### src/logic/temp_monitor_params.svh
`ifndef TEMP_MONITOR_PARAMS_SVH
`define TEMP_MONITOR_PARAMS_SVH

// Register offsets.
`define ADDR_TEMP_UPPER     8'h00
`define ADDR_STATUS         8'h01
`define ADDR_TEMP_LOWER     8'h02
`define ADDR_CONFIG         8'h03
`define ADDR_RATE           8'h04
`define ADDR_HIGH_UPPER     8'h05
`define ADDR_HIGH_LOWER     8'h06
`define ADDR_LOW_UPPER      8'h07
`define ADDR_LOW_LOWER      8'h08
`define ADDR_ONE_SHOT       8'h0F
`define ADDR_OT_LIMIT       8'h20
`define ADDR_OT_HYST        8'h21
`define ADDR_TIMEOUT_EN     8'h22

// Reset values.
`define CONFIG_RESET        8'h00
`define RATE_RESET          8'h04
`define HIGH_UPPER_RESET    8'h55
`define LIMIT_LOWER_RESET   2'h0
`define LOW_UPPER_RESET     8'h00
`define OT_LIMIT_RESET      8'h55
`define OT_HYST_RESET       8'h0A
`define TIMEOUT_EN_RESET    8'h00

// Field positions.
`define CFG_MASK_BIT        7
`define CFG_STANDBY_BIT     6
`define CFG_ROLE_BIT        5
`define TIMEOUT_EN_BIT      7
`define STAT_BUSY_BIT       7
`define STAT_HIGH_BIT       6
`define STAT_LOW_BIT        5
`define STAT_OT_BIT         0

// Timing.
`define CLK_HZ              50000000
`define BUS_TIMEOUT_MS      25
`define RATE_MAX_CODE       4'h9
`define RATE_SLOWEST_MS     14'd16000

`endif

### src/logic/temp_monitor_pkg.sv
package temp_monitor_pkg;

  typedef struct packed {
    logic       wr;
    logic       rd;
    logic [7:0] addr;
    logic [7:0] wdata;
  } reg_req_type;

  typedef struct packed {
    logic level;
    logic oe_n;
  } od_pin_type;

  typedef enum logic [1:0] {
    ST_STANDBY,
    ST_CONVERT,
    ST_IDLE
  } conv_state_type;

endpackage

### src/logic/cycle_divider.sv
`timescale 1ns/1ns
`include "temp_monitor_params.svh"

module cycle_divider #(
  parameter int COUNT = 50000
) (
  input  wire logic clk_i,    // System clock
  input  wire logic rst_i,    // Synchronous reset, active high
  input  wire logic run_i,    // Count while high
  input  wire logic clear_i,  // Restart the count
  output logic      tick_o    // One-cycle pulse every COUNT cycles
);

  localparam int WIDTH = $clog2(COUNT + 1);
  localparam logic [WIDTH-1:0] LAST = WIDTH'(COUNT - 1);

  logic [WIDTH-1:0] count;

  always_ff @(posedge clk_i) begin
    if (rst_i || clear_i || !run_i) begin
      count  <= '0;
      tick_o <= 1'b0;
    end else if (count == LAST) begin
      count  <= '0;
      tick_o <= 1'b1;
    end else begin
      count  <= count + 1'b1;
      tick_o <= 1'b0;
    end
  end
endmodule

### src/logic/hyst_compare.sv
`timescale 1ns/1ns

module hyst_compare #(
  parameter int WIDTH = 12
) (
  input  wire logic                    clk_i,     // System clock
  input  wire logic                    rst_i,     // Synchronous reset, active high
  input  wire logic                    sample_i,  // Evaluate the measurement now
  input  wire logic signed [WIDTH-1:0] value_i,   // Measured temperature
  input  wire logic signed [WIDTH-1:0] limit_i,   // Assert above this
  input  wire logic signed [WIDTH-1:0] hyst_i,    // Release distance below the limit
  output logic                         active_o   // Output asserted
);

  logic signed [WIDTH-1:0] release_level;

  // Width leaves headroom so limit minus the largest hysteresis cannot wrap.
  assign release_level = limit_i - hyst_i;

  always_ff @(posedge clk_i) begin
    if (rst_i) begin
      active_o <= 1'b0;
    end else if (sample_i) begin
      if (value_i > limit_i) begin
        active_o <= 1'b1;
      end else if (value_i < release_level) begin
        active_o <= 1'b0;
      end
    end
  end
endmodule

### src/logic/temp_monitor_control.sv
// Summary of operation
// Configuration bit 6 clear runs conversions continuously at the programmed rate.
// Configuration bit 6 set holds standby; no periodic conversions; registers stay reachable.
// A one-shot write in standby runs one conversion and comparison, then standby.
// A one-shot write during continuous mode is ignored.
// Configuration bit 5 picks alert role or second overtemperature role; mask then ignored.
// Low four rate bits set the idle delay between conversions.
// Rate codes double from 1/16 to 32 per second; codes above 09h reserved.
// High limit is ten bits: upper byte plus bits 7:6 of lower byte.
// Low limit is built the same way from its two bytes.
// Low flag when result at or below low limit; high flag when above high.
// Result above the overtemperature limit asserts the unmaskable overtemperature output.
// In second overtemperature role, a result above the high limit asserts it.
// Hysteresis resets to 10 degrees, writable anytime, sets overtemperature release.
// Second overtemperature role also releases at high limit minus hysteresis.
// Timeout enable bit 7 turns bus timeout on; resets to zero.
// Enabled timeout abandons a transaction after about 25 ms bus inactivity.
// Overtemperature outputs hold until temperature falls below limit minus hysteresis.
// Configuration bit 7 masks the shared output in alert role.
// Status read clears each flag only if its condition no longer holds.
// Alert latches until alert response answered and status flags are cleared.
// Comparisons and status updates happen once at each conversion end; limit register writes also trigger a comparison.
// Busy is high only during a conversion.
`timescale 1ns/1ns
`include "temp_monitor_params.svh"

module temp_monitor_control #(
  parameter int MS_CYCLES      = `CLK_HZ / 1000,
  parameter int TIMEOUT_CYCLES = `BUS_TIMEOUT_MS * (`CLK_HZ / 1000)
) (
  input  wire logic                         clk_i,           // System clock, 50 MHz
  input  wire logic                         rst_i,           // Synchronous reset, active high
  input  wire temp_monitor_pkg::reg_req_type reg_req_i,      // Register access from the bus engine
  output logic [7:0]                        reg_rdata_o,     // Read data, one cycle after rd
  output logic                              conv_start_o,    // Start one conversion
  input  wire logic                         conv_done_i,     // Conversion finished
  input  wire logic [9:0]                   conv_result_i,   // Result, valid with conv_done_i
  input  wire logic                         ara_ack_i,       // Alert response answered
  input  wire logic                         bus_activity_i,  // Bus activity seen
  output logic                              bus_timeout_o,   // Abandon the transaction
  output temp_monitor_pkg::od_pin_type      overtemp_pin_o,  // Overtemperature open-drain pin
  output temp_monitor_pkg::od_pin_type      shared_pin_o     // Alert or second overtemperature pin
);

  //////////////////////////////////////////////////////////////////////////////////////////

  logic [7:0]  config_reg;
  logic [7:0]  conversion_rate;
  logic [7:0]  high_limit_upper;
  logic [1:0]  high_limit_lower;
  logic [7:0]  low_limit_upper;
  logic [1:0]  low_limit_lower;
  logic [7:0]  overtemp_limit;
  logic [7:0]  overtemp_hysteresis;
  logic [7:0]  bus_timeout_enable;
  logic [9:0]  temp_value;
  logic [1:0]  temp_lower_hold;
  logic        cmp_now;
  logic        high_limit_flag;
  logic        low_limit_flag;
  logic        overtemp_flag;
  logic        alert_latched;
  logic        overtemp_active;
  logic        second_overtemp_active;
  logic        ms_tick;
  logic        timeout_tick;
  logic [13:0] idle_ms;
  logic [13:0] idle_target;
  logic [3:0]  rate_code;
  logic        idle_done;
  logic        cfg_standby;
  logic        cfg_role;
  logic        cfg_mask;
  logic        busy;
  logic        start_now;
  logic        wr_oneshot;
  logic        wr_limit;
  logic        rd_status;
  logic        high_cond;
  logic        low_cond;
  logic [7:0]  status_byte;

  logic signed [11:0] temp_s;
  logic signed [11:0] high_s;
  logic signed [11:0] low_s;
  logic signed [11:0] ot_limit_s;
  logic signed [11:0] hyst_s;

  temp_monitor_pkg::conv_state_type state;
  temp_monitor_pkg::conv_state_type next_state;

  assign cfg_standby = config_reg[`CFG_STANDBY_BIT];
  assign cfg_role    = config_reg[`CFG_ROLE_BIT];
  assign cfg_mask    = config_reg[`CFG_MASK_BIT];
  assign wr_oneshot  = reg_req_i.wr && reg_req_i.addr == `ADDR_ONE_SHOT;
  assign rd_status   = reg_req_i.rd && reg_req_i.addr == `ADDR_STATUS;
  assign wr_limit    = reg_req_i.wr && (reg_req_i.addr == `ADDR_HIGH_UPPER || reg_req_i.addr == `ADDR_HIGH_LOWER ||
                       reg_req_i.addr == `ADDR_LOW_UPPER || reg_req_i.addr == `ADDR_LOW_LOWER ||
                       reg_req_i.addr == `ADDR_OT_LIMIT || reg_req_i.addr == `ADDR_OT_HYST);

  //////////////////////////////////////////////////////////////////////////////////////////
  // Writable registers.

  always_ff @(posedge clk_i) begin
    if (rst_i) begin
      config_reg          <= `CONFIG_RESET;
      conversion_rate     <= `RATE_RESET;
      high_limit_upper    <= `HIGH_UPPER_RESET;
      high_limit_lower    <= `LIMIT_LOWER_RESET;
      low_limit_upper     <= `LOW_UPPER_RESET;
      low_limit_lower     <= `LIMIT_LOWER_RESET;
      overtemp_limit      <= `OT_LIMIT_RESET;
      overtemp_hysteresis <= `OT_HYST_RESET;
      bus_timeout_enable  <= `TIMEOUT_EN_RESET;
    end else if (reg_req_i.wr) begin
      unique case (reg_req_i.addr)
        `ADDR_CONFIG:      config_reg          <= reg_req_i.wdata;
        `ADDR_RATE:        conversion_rate     <= reg_req_i.wdata;
        `ADDR_HIGH_UPPER:  high_limit_upper    <= reg_req_i.wdata;
        `ADDR_HIGH_LOWER:  high_limit_lower    <= reg_req_i.wdata[7:6];
        `ADDR_LOW_UPPER:   low_limit_upper     <= reg_req_i.wdata;
        `ADDR_LOW_LOWER:   low_limit_lower     <= reg_req_i.wdata[7:6];
        `ADDR_OT_LIMIT:    overtemp_limit      <= reg_req_i.wdata;
        `ADDR_OT_HYST:     overtemp_hysteresis <= reg_req_i.wdata;
        `ADDR_TIMEOUT_EN:  bus_timeout_enable  <= reg_req_i.wdata;
        default: ;
      endcase
    end
  end

  //////////////////////////////////////////////////////////////////////////////////////////
  // Conversion sequencing.

  // Reserved rate codes run at the fastest defined rate rather than stalling.
  assign rate_code   = (conversion_rate[3:0] > `RATE_MAX_CODE) ? `RATE_MAX_CODE : conversion_rate[3:0];
  assign idle_target = `RATE_SLOWEST_MS >> rate_code;
  assign idle_done   = idle_ms >= idle_target;
  assign busy        = state == temp_monitor_pkg::ST_CONVERT;

  always_comb begin
    next_state = state;
    start_now  = 1'b0;
    unique case (state)
      temp_monitor_pkg::ST_STANDBY: begin
        if (!cfg_standby || wr_oneshot) begin
          next_state = temp_monitor_pkg::ST_CONVERT;
          start_now  = 1'b1;
        end
      end
      temp_monitor_pkg::ST_CONVERT: begin
        if (conv_done_i) begin
          next_state = cfg_standby ? temp_monitor_pkg::ST_STANDBY : temp_monitor_pkg::ST_IDLE;
        end
      end
      temp_monitor_pkg::ST_IDLE: begin
        if (cfg_standby) begin
          next_state = temp_monitor_pkg::ST_STANDBY;
        end else if (idle_done) begin
          next_state = temp_monitor_pkg::ST_CONVERT;
          start_now  = 1'b1;
        end
      end
      default: next_state = temp_monitor_pkg::ST_STANDBY;
    endcase
  end

  always_ff @(posedge clk_i) begin
    if (rst_i) begin
      state        <= temp_monitor_pkg::ST_STANDBY;
      conv_start_o <= 1'b0;
    end else begin
      state        <= next_state;
      conv_start_o <= start_now;
    end
  end

  // The first millisecond after entering idle may be partial; rate error stays under 1 ms.
  always_ff @(posedge clk_i) begin
    if (rst_i || state != temp_monitor_pkg::ST_IDLE) begin
      idle_ms <= 14'd0;
    end else if (ms_tick && !idle_done) begin
      idle_ms <= idle_ms + 14'd1;
    end
  end

  cycle_divider #(
    .COUNT (MS_CYCLES)
  ) u_ms_divider (
    .clk_i   (clk_i),
    .rst_i   (rst_i),
    .run_i   (1'b1),
    .clear_i (1'b0),
    .tick_o  (ms_tick)
  );

  //////////////////////////////////////////////////////////////////////////////////////////
  // Measurement capture and limit comparison.

  always_ff @(posedge clk_i) begin
    if (rst_i) begin
      temp_value <= 10'h000;
      cmp_now    <= 1'b0;
    end else begin
      if (busy && conv_done_i) begin
        temp_value <= conv_result_i;
      end
      // Limit writes re-test the stored result so that new limits act in standby too.
      cmp_now <= (busy && conv_done_i) || wr_limit;
    end
  end

  assign temp_s     = {{2{temp_value[9]}}, temp_value};
  assign high_s     = {{2{high_limit_upper[7]}}, high_limit_upper, high_limit_lower};
  assign low_s      = {{2{low_limit_upper[7]}}, low_limit_upper, low_limit_lower};
  assign ot_limit_s = {{2{overtemp_limit[7]}}, overtemp_limit, 2'b00};
  assign hyst_s     = {2'b00, overtemp_hysteresis, 2'b00};
  assign high_cond  = temp_s > high_s;
  assign low_cond   = temp_s <= low_s;

  hyst_compare #(
    .WIDTH (12)
  ) u_overtemp_cmp (
    .clk_i    (clk_i),
    .rst_i    (rst_i),
    .sample_i (cmp_now),
    .value_i  (temp_s),
    .limit_i  (ot_limit_s),
    .hyst_i   (hyst_s),
    .active_o (overtemp_active)
  );

  hyst_compare #(
    .WIDTH (12)
  ) u_second_overtemp_cmp (
    .clk_i    (clk_i),
    .rst_i    (rst_i),
    .sample_i (cmp_now),
    .value_i  (temp_s),
    .limit_i  (high_s),
    .hyst_i   (hyst_s),
    .active_o (second_overtemp_active)
  );

  //////////////////////////////////////////////////////////////////////////////////////////
  // Status flags and alert latch. A set in the cycle of a clearing read wins.

  always_ff @(posedge clk_i) begin
    if (rst_i) begin
      high_limit_flag <= 1'b0;
      low_limit_flag  <= 1'b0;
      overtemp_flag   <= 1'b0;
    end else begin
      high_limit_flag <= (cmp_now && high_cond) || (high_limit_flag && !(rd_status && !high_cond));
      low_limit_flag  <= (cmp_now && low_cond) || (low_limit_flag && !(rd_status && !low_cond));
      overtemp_flag   <= overtemp_active || (overtemp_flag && !rd_status);
    end
  end

  always_ff @(posedge clk_i) begin
    if (rst_i) begin
      alert_latched <= 1'b0;
    end else begin
      alert_latched <= (cmp_now && (high_cond || low_cond) && !cfg_role) ||
                       (alert_latched && !(ara_ack_i && !high_limit_flag && !low_limit_flag));
    end
  end

  //////////////////////////////////////////////////////////////////////////////////////////
  // Pins and bus timeout. The pins only ever pull low; the level bit stays zero.

  always_ff @(posedge clk_i) begin
    if (rst_i) begin
      overtemp_pin_o <= '{level: 1'b0, oe_n: 1'b1};
      shared_pin_o   <= '{level: 1'b0, oe_n: 1'b1};
    end else begin
      overtemp_pin_o <= '{level: 1'b0, oe_n: !overtemp_active};
      shared_pin_o   <= '{level: 1'b0, oe_n: cfg_role ? !second_overtemp_active :
                                                 !(alert_latched && !cfg_mask)};
    end
  end

  cycle_divider #(
    .COUNT (TIMEOUT_CYCLES)
  ) u_timeout_divider (
    .clk_i   (clk_i),
    .rst_i   (rst_i),
    .run_i   (bus_timeout_enable[`TIMEOUT_EN_BIT]),
    .clear_i (bus_activity_i),
    .tick_o  (timeout_tick)
  );

  always_ff @(posedge clk_i) begin
    if (rst_i) begin
      bus_timeout_o <= 1'b0;
    end else begin
      bus_timeout_o <= timeout_tick;
    end
  end

  //////////////////////////////////////////////////////////////////////////////////////////
  // Read path. The temperature lower byte is frozen by a read of the upper byte.

  always_comb begin
    status_byte                 = 8'h00;
    status_byte[`STAT_BUSY_BIT] = busy;
    status_byte[`STAT_HIGH_BIT] = high_limit_flag;
    status_byte[`STAT_LOW_BIT]  = low_limit_flag;
    status_byte[`STAT_OT_BIT]   = overtemp_flag;
  end

  always_ff @(posedge clk_i) begin
    if (rst_i) begin
      temp_lower_hold <= 2'h0;
    end else if (reg_req_i.rd && reg_req_i.addr == `ADDR_TEMP_UPPER) begin
      temp_lower_hold <= temp_value[1:0];
    end
  end

  always_ff @(posedge clk_i) begin
    if (rst_i) begin
      reg_rdata_o <= 8'h00;
    end else if (reg_req_i.rd) begin
      unique case (reg_req_i.addr)
        `ADDR_TEMP_UPPER:  reg_rdata_o <= temp_value[9:2];
        `ADDR_STATUS:      reg_rdata_o <= status_byte;
        `ADDR_TEMP_LOWER:  reg_rdata_o <= {temp_lower_hold, 6'h00};
        `ADDR_CONFIG:      reg_rdata_o <= config_reg;
        `ADDR_RATE:        reg_rdata_o <= conversion_rate;
        `ADDR_HIGH_UPPER:  reg_rdata_o <= high_limit_upper;
        `ADDR_HIGH_LOWER:  reg_rdata_o <= {high_limit_lower, 6'h00};
        `ADDR_LOW_UPPER:   reg_rdata_o <= low_limit_upper;
        `ADDR_LOW_LOWER:   reg_rdata_o <= {low_limit_lower, 6'h00};
        `ADDR_OT_LIMIT:    reg_rdata_o <= overtemp_limit;
        `ADDR_OT_HYST:     reg_rdata_o <= overtemp_hysteresis;
        `ADDR_TIMEOUT_EN:  reg_rdata_o <= bus_timeout_enable;
        default:           reg_rdata_o <= 8'h00;
      endcase
    end
  end
endmodule

### config.mk
export PLATFORM = sky130hd
export DESIGN_NAME = temp_monitor_control
export DESIGN_NICKNAME = d
export VERILOG_FILES = /design/src/logic/temp_monitor_pkg.sv /design/src/logic/cycle_divider.sv /design/src/logic/hyst_compare.sv /design/src/logic/temp_monitor_control.sv
export VERILOG_INCLUDE_DIRS = /design/src /design/src/logic
export SDC_FILE = /design/constraint.sdc
export NUM_CORES = 1
export LEC_CHECK = 0
export ABC_AREA = 1
export BUFFER_PORTS_ARGS = -buffer_cell sky130_fd_sc_hd__buf_2
export CAP_MARGIN = 20
export CORE_ASPECT_RATIO = 1.2
export CORE_MARGIN = 8
export CORE_UTILIZATION = 62
export DETAILED_ROUTE_END_ITERATION = 10
export GPL_TIMING_DRIVEN = 0
export MAX_ROUTING_LAYER = met4
export PLACE_DENSITY = 0.79
export SLEW_MARGIN = 30
export SYNTH_ARGS = -nofsm -noshare
export SYNTH_HDL_FRONTEND = slang
export SYNTH_SLANG_ARGS = --single-unit
### constraint.sdc
create_clock -name clk_i -period 4.4 [get_ports clk_i]
set_clock_uncertainty 0.05 [all_clocks]
set_input_delay 0 -clock clk_i [delete_from_list [all_inputs] [get_ports clk_i]]
set_output_delay 0 -clock clk_i [all_outputs]
set_load 0.01 [all_outputs]
Word-level counts from Yosys, hierarchy flattened
Cells that the tools add are included.

Bits of input ports: 33. Bits in registers: 148. Word-level logic and storage cells: 151.

Muxes and demuxes: 19. Eq/ne operators: 20. $add $sub $neg: 5. Order comparisons: 7. Shifts and indexed selects: 1. Reduce and logical (&&, ||, !) cells: 68.

Operators with widths (count): case mux 8 bit (12 select lines) (1); == test 8 x 3 -> 1 bit, second input constant (4); == test 8 x 6 -> 1 bit, second input constant (3); < comparator 10 x 12 -> 1 bit (2); subtractor 10 x 11 -> 12 bit (2); AND reduction 2 bit (11); adder 21 x 1 -> 21 bit, second input constant (1); == test 21 bit, second input constant (1); > comparator 10 bit (2); logical AND 1 bit (19); adder 16 x 1 -> 16 bit, second input constant (1); == test 16 bit, second input constant (1); == test 8 x 2 -> 1 bit, second input constant (2); == test 8 x 4 -> 1 bit, second input constant (2); zero test 1 bit (16); logical OR 1 bit (15); adder 14 x 1 -> 14 bit, second input constant (1); >= comparator 14 bit (1); >> shifter 14 x 4 -> 14 bit, first input constant (1); less-or-equal comparator 10 bit (1); 2-to-1 mux 1 bit (10); 2-to-1 mux 2 bit (5); == test 8 x 1 -> 1 bit, second input constant (1); zero test 8 bit (1); other kinds (12) (16).

Longest topological paths before layout
Word-level depth: 8. Gate-level depth with buffers: 20. Gate-level depth less buffers: 20.

By module
A second synthesis with hierarchy kept.

Cells, all modules: 1507. Area, all modules: 10306.1 µm².

Modules (own cells, without submodules): temp_monitor_control (area an instance 5885.6 µm², cells an instance 833, times used 1); hyst_compare (area an instance 1168.6 µm², cells an instance 189, times used 2); cycle_divider at u_timeout_divider (area an instance 1181.1 µm², cells an instance 168, times used 1); cycle_divider at u_ms_divider (area an instance 902.1 µm², cells an instance 128, times used 1).

Least setup slack after synthesis
Ideal clock, no wire load.

Path type: flip-flop to flip-flop. From: register high_limit_upper[0]. To: register u_second_overtemp_cmp.active_o. Path buffers: 0. Clock period less this slack: 2.583 ns. Data arrival time: 2.400 ns. Required time: 4.216 ns. Path slack: 1.817 ns. Library setup time: 0.134 ns. Stages on the path, launching flop included: 19. Cells stage by stage: dfxtp_1 inv_1 ha_1 inv_1 fa_1 nand3_1 nand2_1 nand4_1 o311ai_0 xor2_1 ha_1 nand2_1 nor2_1 nor3_1 nand3_1 nand2_1 nand3_1 nand2_1 a21oi_1.

Word-level cells in the longest chain between the ends: 4. Elaborated cells between the ends (all ways): 6. Classes of those cells: 1 x add/sub; 2 x order compare; 1 x mux; 2 x reduce/logical.

Ends and longest elaborated chain: start, declared (RTL line temp_monitor_control.sv:49) `logic [7:0] high_limit_upper;`; start signal, assigned (RTL line temp_monitor_control.sv:108) `` high_limit_upper <= `HIGH_UPPER_RESET; ``; start signal, assigned (RTL line temp_monitor_control.sv:119) `` `ADDR_HIGH_UPPER: high_limit_upper <= reg_req_i.wdata; ``; subtractor 10 x 11 -> 12 bit (RTL line hyst_compare.sv:18) `assign release_level = limit_i - hyst_i;`; < comparator 10 x 12 -> 1 bit (RTL line hyst_compare.sv:26) `end else if (value_i < release_level) begin`; nonzero test 2 bit (no line); AND reduction 2 bit (no line); end signal, assigned (RTL line hyst_compare.sv:22) `active_o <= 1'b0;`; end signal, assigned (RTL line hyst_compare.sv:25) `active_o <= 1'b1;`; end signal, assigned (RTL line hyst_compare.sv:27) `active_o <= 1'b0;`; end, declared (RTL line hyst_compare.sv:12) `output logic active_o`.

Parallel ways exist; a longest one is shown, timed or not. A chain may end at the register's enable or synchronous reset.

Worst setup path in the final report
Same ends and word-level chain as after synthesis.

==> flow_summary.toml <==
[power_and_ir_drop]
total_power_mw = 3.08
ir_drop_mv = 0.247
power.density_nw_per_um2 = 298
p_leak_nw = 4.50

[synthesis]
synthTopCellsByArea = "dfxtp_1, ha_1, nand2_1"
synth-main-ff-cell = "dfxtp_1"
synthDistinctLibCells = 53
yosysTopAreaCell = "dfxtp_1"
ys_seq_area_share_pct = 32.2
postSynthCellCount = 1266
avgSynthCellArea_um2 = 7.17
synthArstFlopShare_pct = 0
yosys_warnings = 0
ys_ff_latch = 146
synth_top_cell_area_share_pct = 32.2
synth_edf_count = 0
syn_area_um2 = 9070

[final_layout]
final_common_cell = "nand2_1"
final_net_count = 1468
reg.largest.list = "u_timeout_divider.count: 21 flops, u_ms_divider.count: 16 flops, idle_ms: 14 flops"
regArea_um2 = 2920
fill_cells = 1236
area_growth_syn_to_layout_pct = 13.7
drive_gt1_share_pct = 11.9
largest_register = "u_timeout_divider.count"
multi_input_area_um2 = 5300
fin_util_pct = 71.9
final_cell_mix = "nand2_1, inv_1, dfxtp_1"
largest_reg_flops = 21
antenna_cells = 0

[clock_tree]
tritoncts = "yes"
clk_pin_slew_ns = 0.07
cts_root_buf = "clkbuf_16"
clockBufferDepth = 2
cts_htree_levels = 4
cts_buffers = 17
holdBufCountCts = 23
cts_setup_buffers = 0
cts-resized-gates = 0
cts_sinks = 146
clk_latency_ns = 0.44

[sta]
timing.fmax_mhz = 329
finalCritPeriodShare_pct = 69.0
fin_crit_ns = 3.04
slew_viol_final = 0
setup_tns_ns = 0
rsz0062_at_grt = "false"
setup_viol = 0
slew_headroom_pct = 44.9
finalHoldViolations = 0
tightest_slew_ns = 0.824

[grt]
grt_use_total_pct = 28.4
grt_util_met2_pct = 46.2
top_usage_layer = "met2"
gr-usage-met1_pct = 33.5
grt_pass1_wl_mm = 41.4
grtUsageMet3_pct = 4.73
grt_overflow = 0
grt_max_degree = 18
antenna_found_initial = 0
grt_pass1_vias = 8223

[detailed_routing]
routed_wl_mm = 25.8
drtIter0Drc = 703
vias = 8744
drc = 0
viasPerCell = 5.68
wl_per_cell_um = 16.7
drtAntennaViolNets = 0
dr.pass1.iters = 5

[critical_path]
cp.required_ns = 4.64
cp_common_cell = "nand2_1"
crit_family = "simple AND/OR/NAND/NOR gates"
critPathCaptureType = "register"
critPathBufInv = 2
crit_type = "register to register"
timing.reg2reg.setup_slack_ns = 1.36
slowest_delay_ns = 0.40
rr_worst_depth = 18
startpoint_type = "register"
cp.depth = 18
cp_max_fo = 3
crit_slowest_cell = "fa_1"
crit_arrival_ns = 3.28
cp_cell_sequence = "inv_1 > ha_1 > inv_1 > fa_1 > nand3_1 > nand2_1 > nand4_1 > o311ai_0 > xor2_1 > ha_1 > nand2_1 > nor2_1 > nor3_1 > nand3_1 > nand2_1 > nand3_1 > nand2_1 > a21oi_1"

[die]
dieArea_um2 = 18800
die_h_um = 149
core_area_um2 = 14400
ios = 47
num_rows = 48
start_util_pct = 63.2
die_x_um = 126

[run_status]
status = "completed"

[job]
cap_violations = 0

[worst_hold_path]
hold_class = "input pin to register"
worstHoldPathCells = 5

[place]
hpwl_mm = 19.2
port_buffers = 42
gp_congestion = 0.989
==> worst paths after layout <==
kind                                                from                        endpoint
worst min-delay path                       reg_req_i[10]             high_limit_lower[1]
worst max register to register       high_limit_upper[0]  u_second_overtemp_cmp.active_o
worst max-delay path                 high_limit_upper[0]  u_second_overtemp_cmp.active_o
worst min register to register  u_timeout_divider.tick_o                   bus_timeout_o
==> worst reg2reg max path, stage by stage, from the launching register on <==
cell	delay, ns
dfxtp_1	0.32
inv_1	0.18
ha_1	0.23
inv_1	0.06
fa_1	0.40
nand3_1	0.11
nand2_1	0.11
nand4_1	0.09
o311ai_0	0.17
xor2_1	0.19
ha_1	0.30
nand2_1	0.09
nor2_1	0.05
nor3_1	0.19
nand3_1	0.11
nand2_1	0.07
nand3_1	0.06
nand2_1	0.07
a21oi_1	0.05
==> cells in the mapped netlist, types with 3 or more instances <==
cell type	number
clkbuf_1	13
nor2_8	3
a21o_1	3
nor2_2	18
nor3b_1	4
nand2_4	3
nand4_1	34
ha_1	82
nor3_1	24
a21oi_2	4
o22ai_1	7
a211oi_1	4
o21ai_0	77
nor2_1	132
nand2_2	7
dfxtp_1	146
o21a_1	7
xor2_1	21
buf_2	8
nand3_1	52
and3_1	3
xnor2_1	12
o211ai_1	14
inv_1	167
buf_4	5
inv_2	11
o31ai_1	4
nor2_4	4
nand2_1	210
o21ai_1	11
nand3_2	6
buf_6	4
nor3_2	3
a21oi_1	132
nor4_1	4
==> area by class of cell <==
class / instances / area share [%]
Sequential cell: 146 / 28.3
Timing Repair Buffer: 65 / 4.27
Tap cell: 175 / 2.12
Buffer: 32 / 1.76
Clock buffer: 17 / 4.12
Multi-Input combinational cell: 909 / 51.3
Inverter: 180 / 6.57
Clock inverter: 15 / 1.53
==> stage by stage <==
| step | std cells | worst slack [ns] | area [um^2] | hold WS, ns |
|---|---|---|---|---|
| after floorplan | 1267 | 1.82 | 9080 | 0.0271 |
| after global placement | 1484 | 1.47 | 9510 | 0.157 |
| after detailed placement | 1484 | 1.40 | 9510 | 0.152 |
| after CTS | 1539 | 1.39 | 10300 | 0.0127 |
| after global routing | 1539 | 1.22 | 10300 | 0.0637 |
| final | 1539 | 1.36 | 10300 | 0.0213 |
==> cells by family after synthesis <==
logic type      count (synthesis)  share of synthesized area (%)
other cells                     1                         0.0413
xor+xnor                       33                           3.18
simple gates                  518                           26.9
flops                         146                           32.2
fa+ha+maj                      84                           11.7
compound gates                272                           16.5
buf+inv                       212                           9.47
==> metal layers <==
layer	vias to the layer above	wire, um
met5	-	0
met4	0	1190
met3	79	1570
met2	289	12000
met1	3996	11000
li1	4380	-
==> power breakdown <==
group          total, mW  switching [mW]  internal [mW]
combinational      0.268           0.167          0.101
sequential          1.37          0.0298           1.34
clock               1.44           0.684          0.758
(Power assumes the default switching activity.)
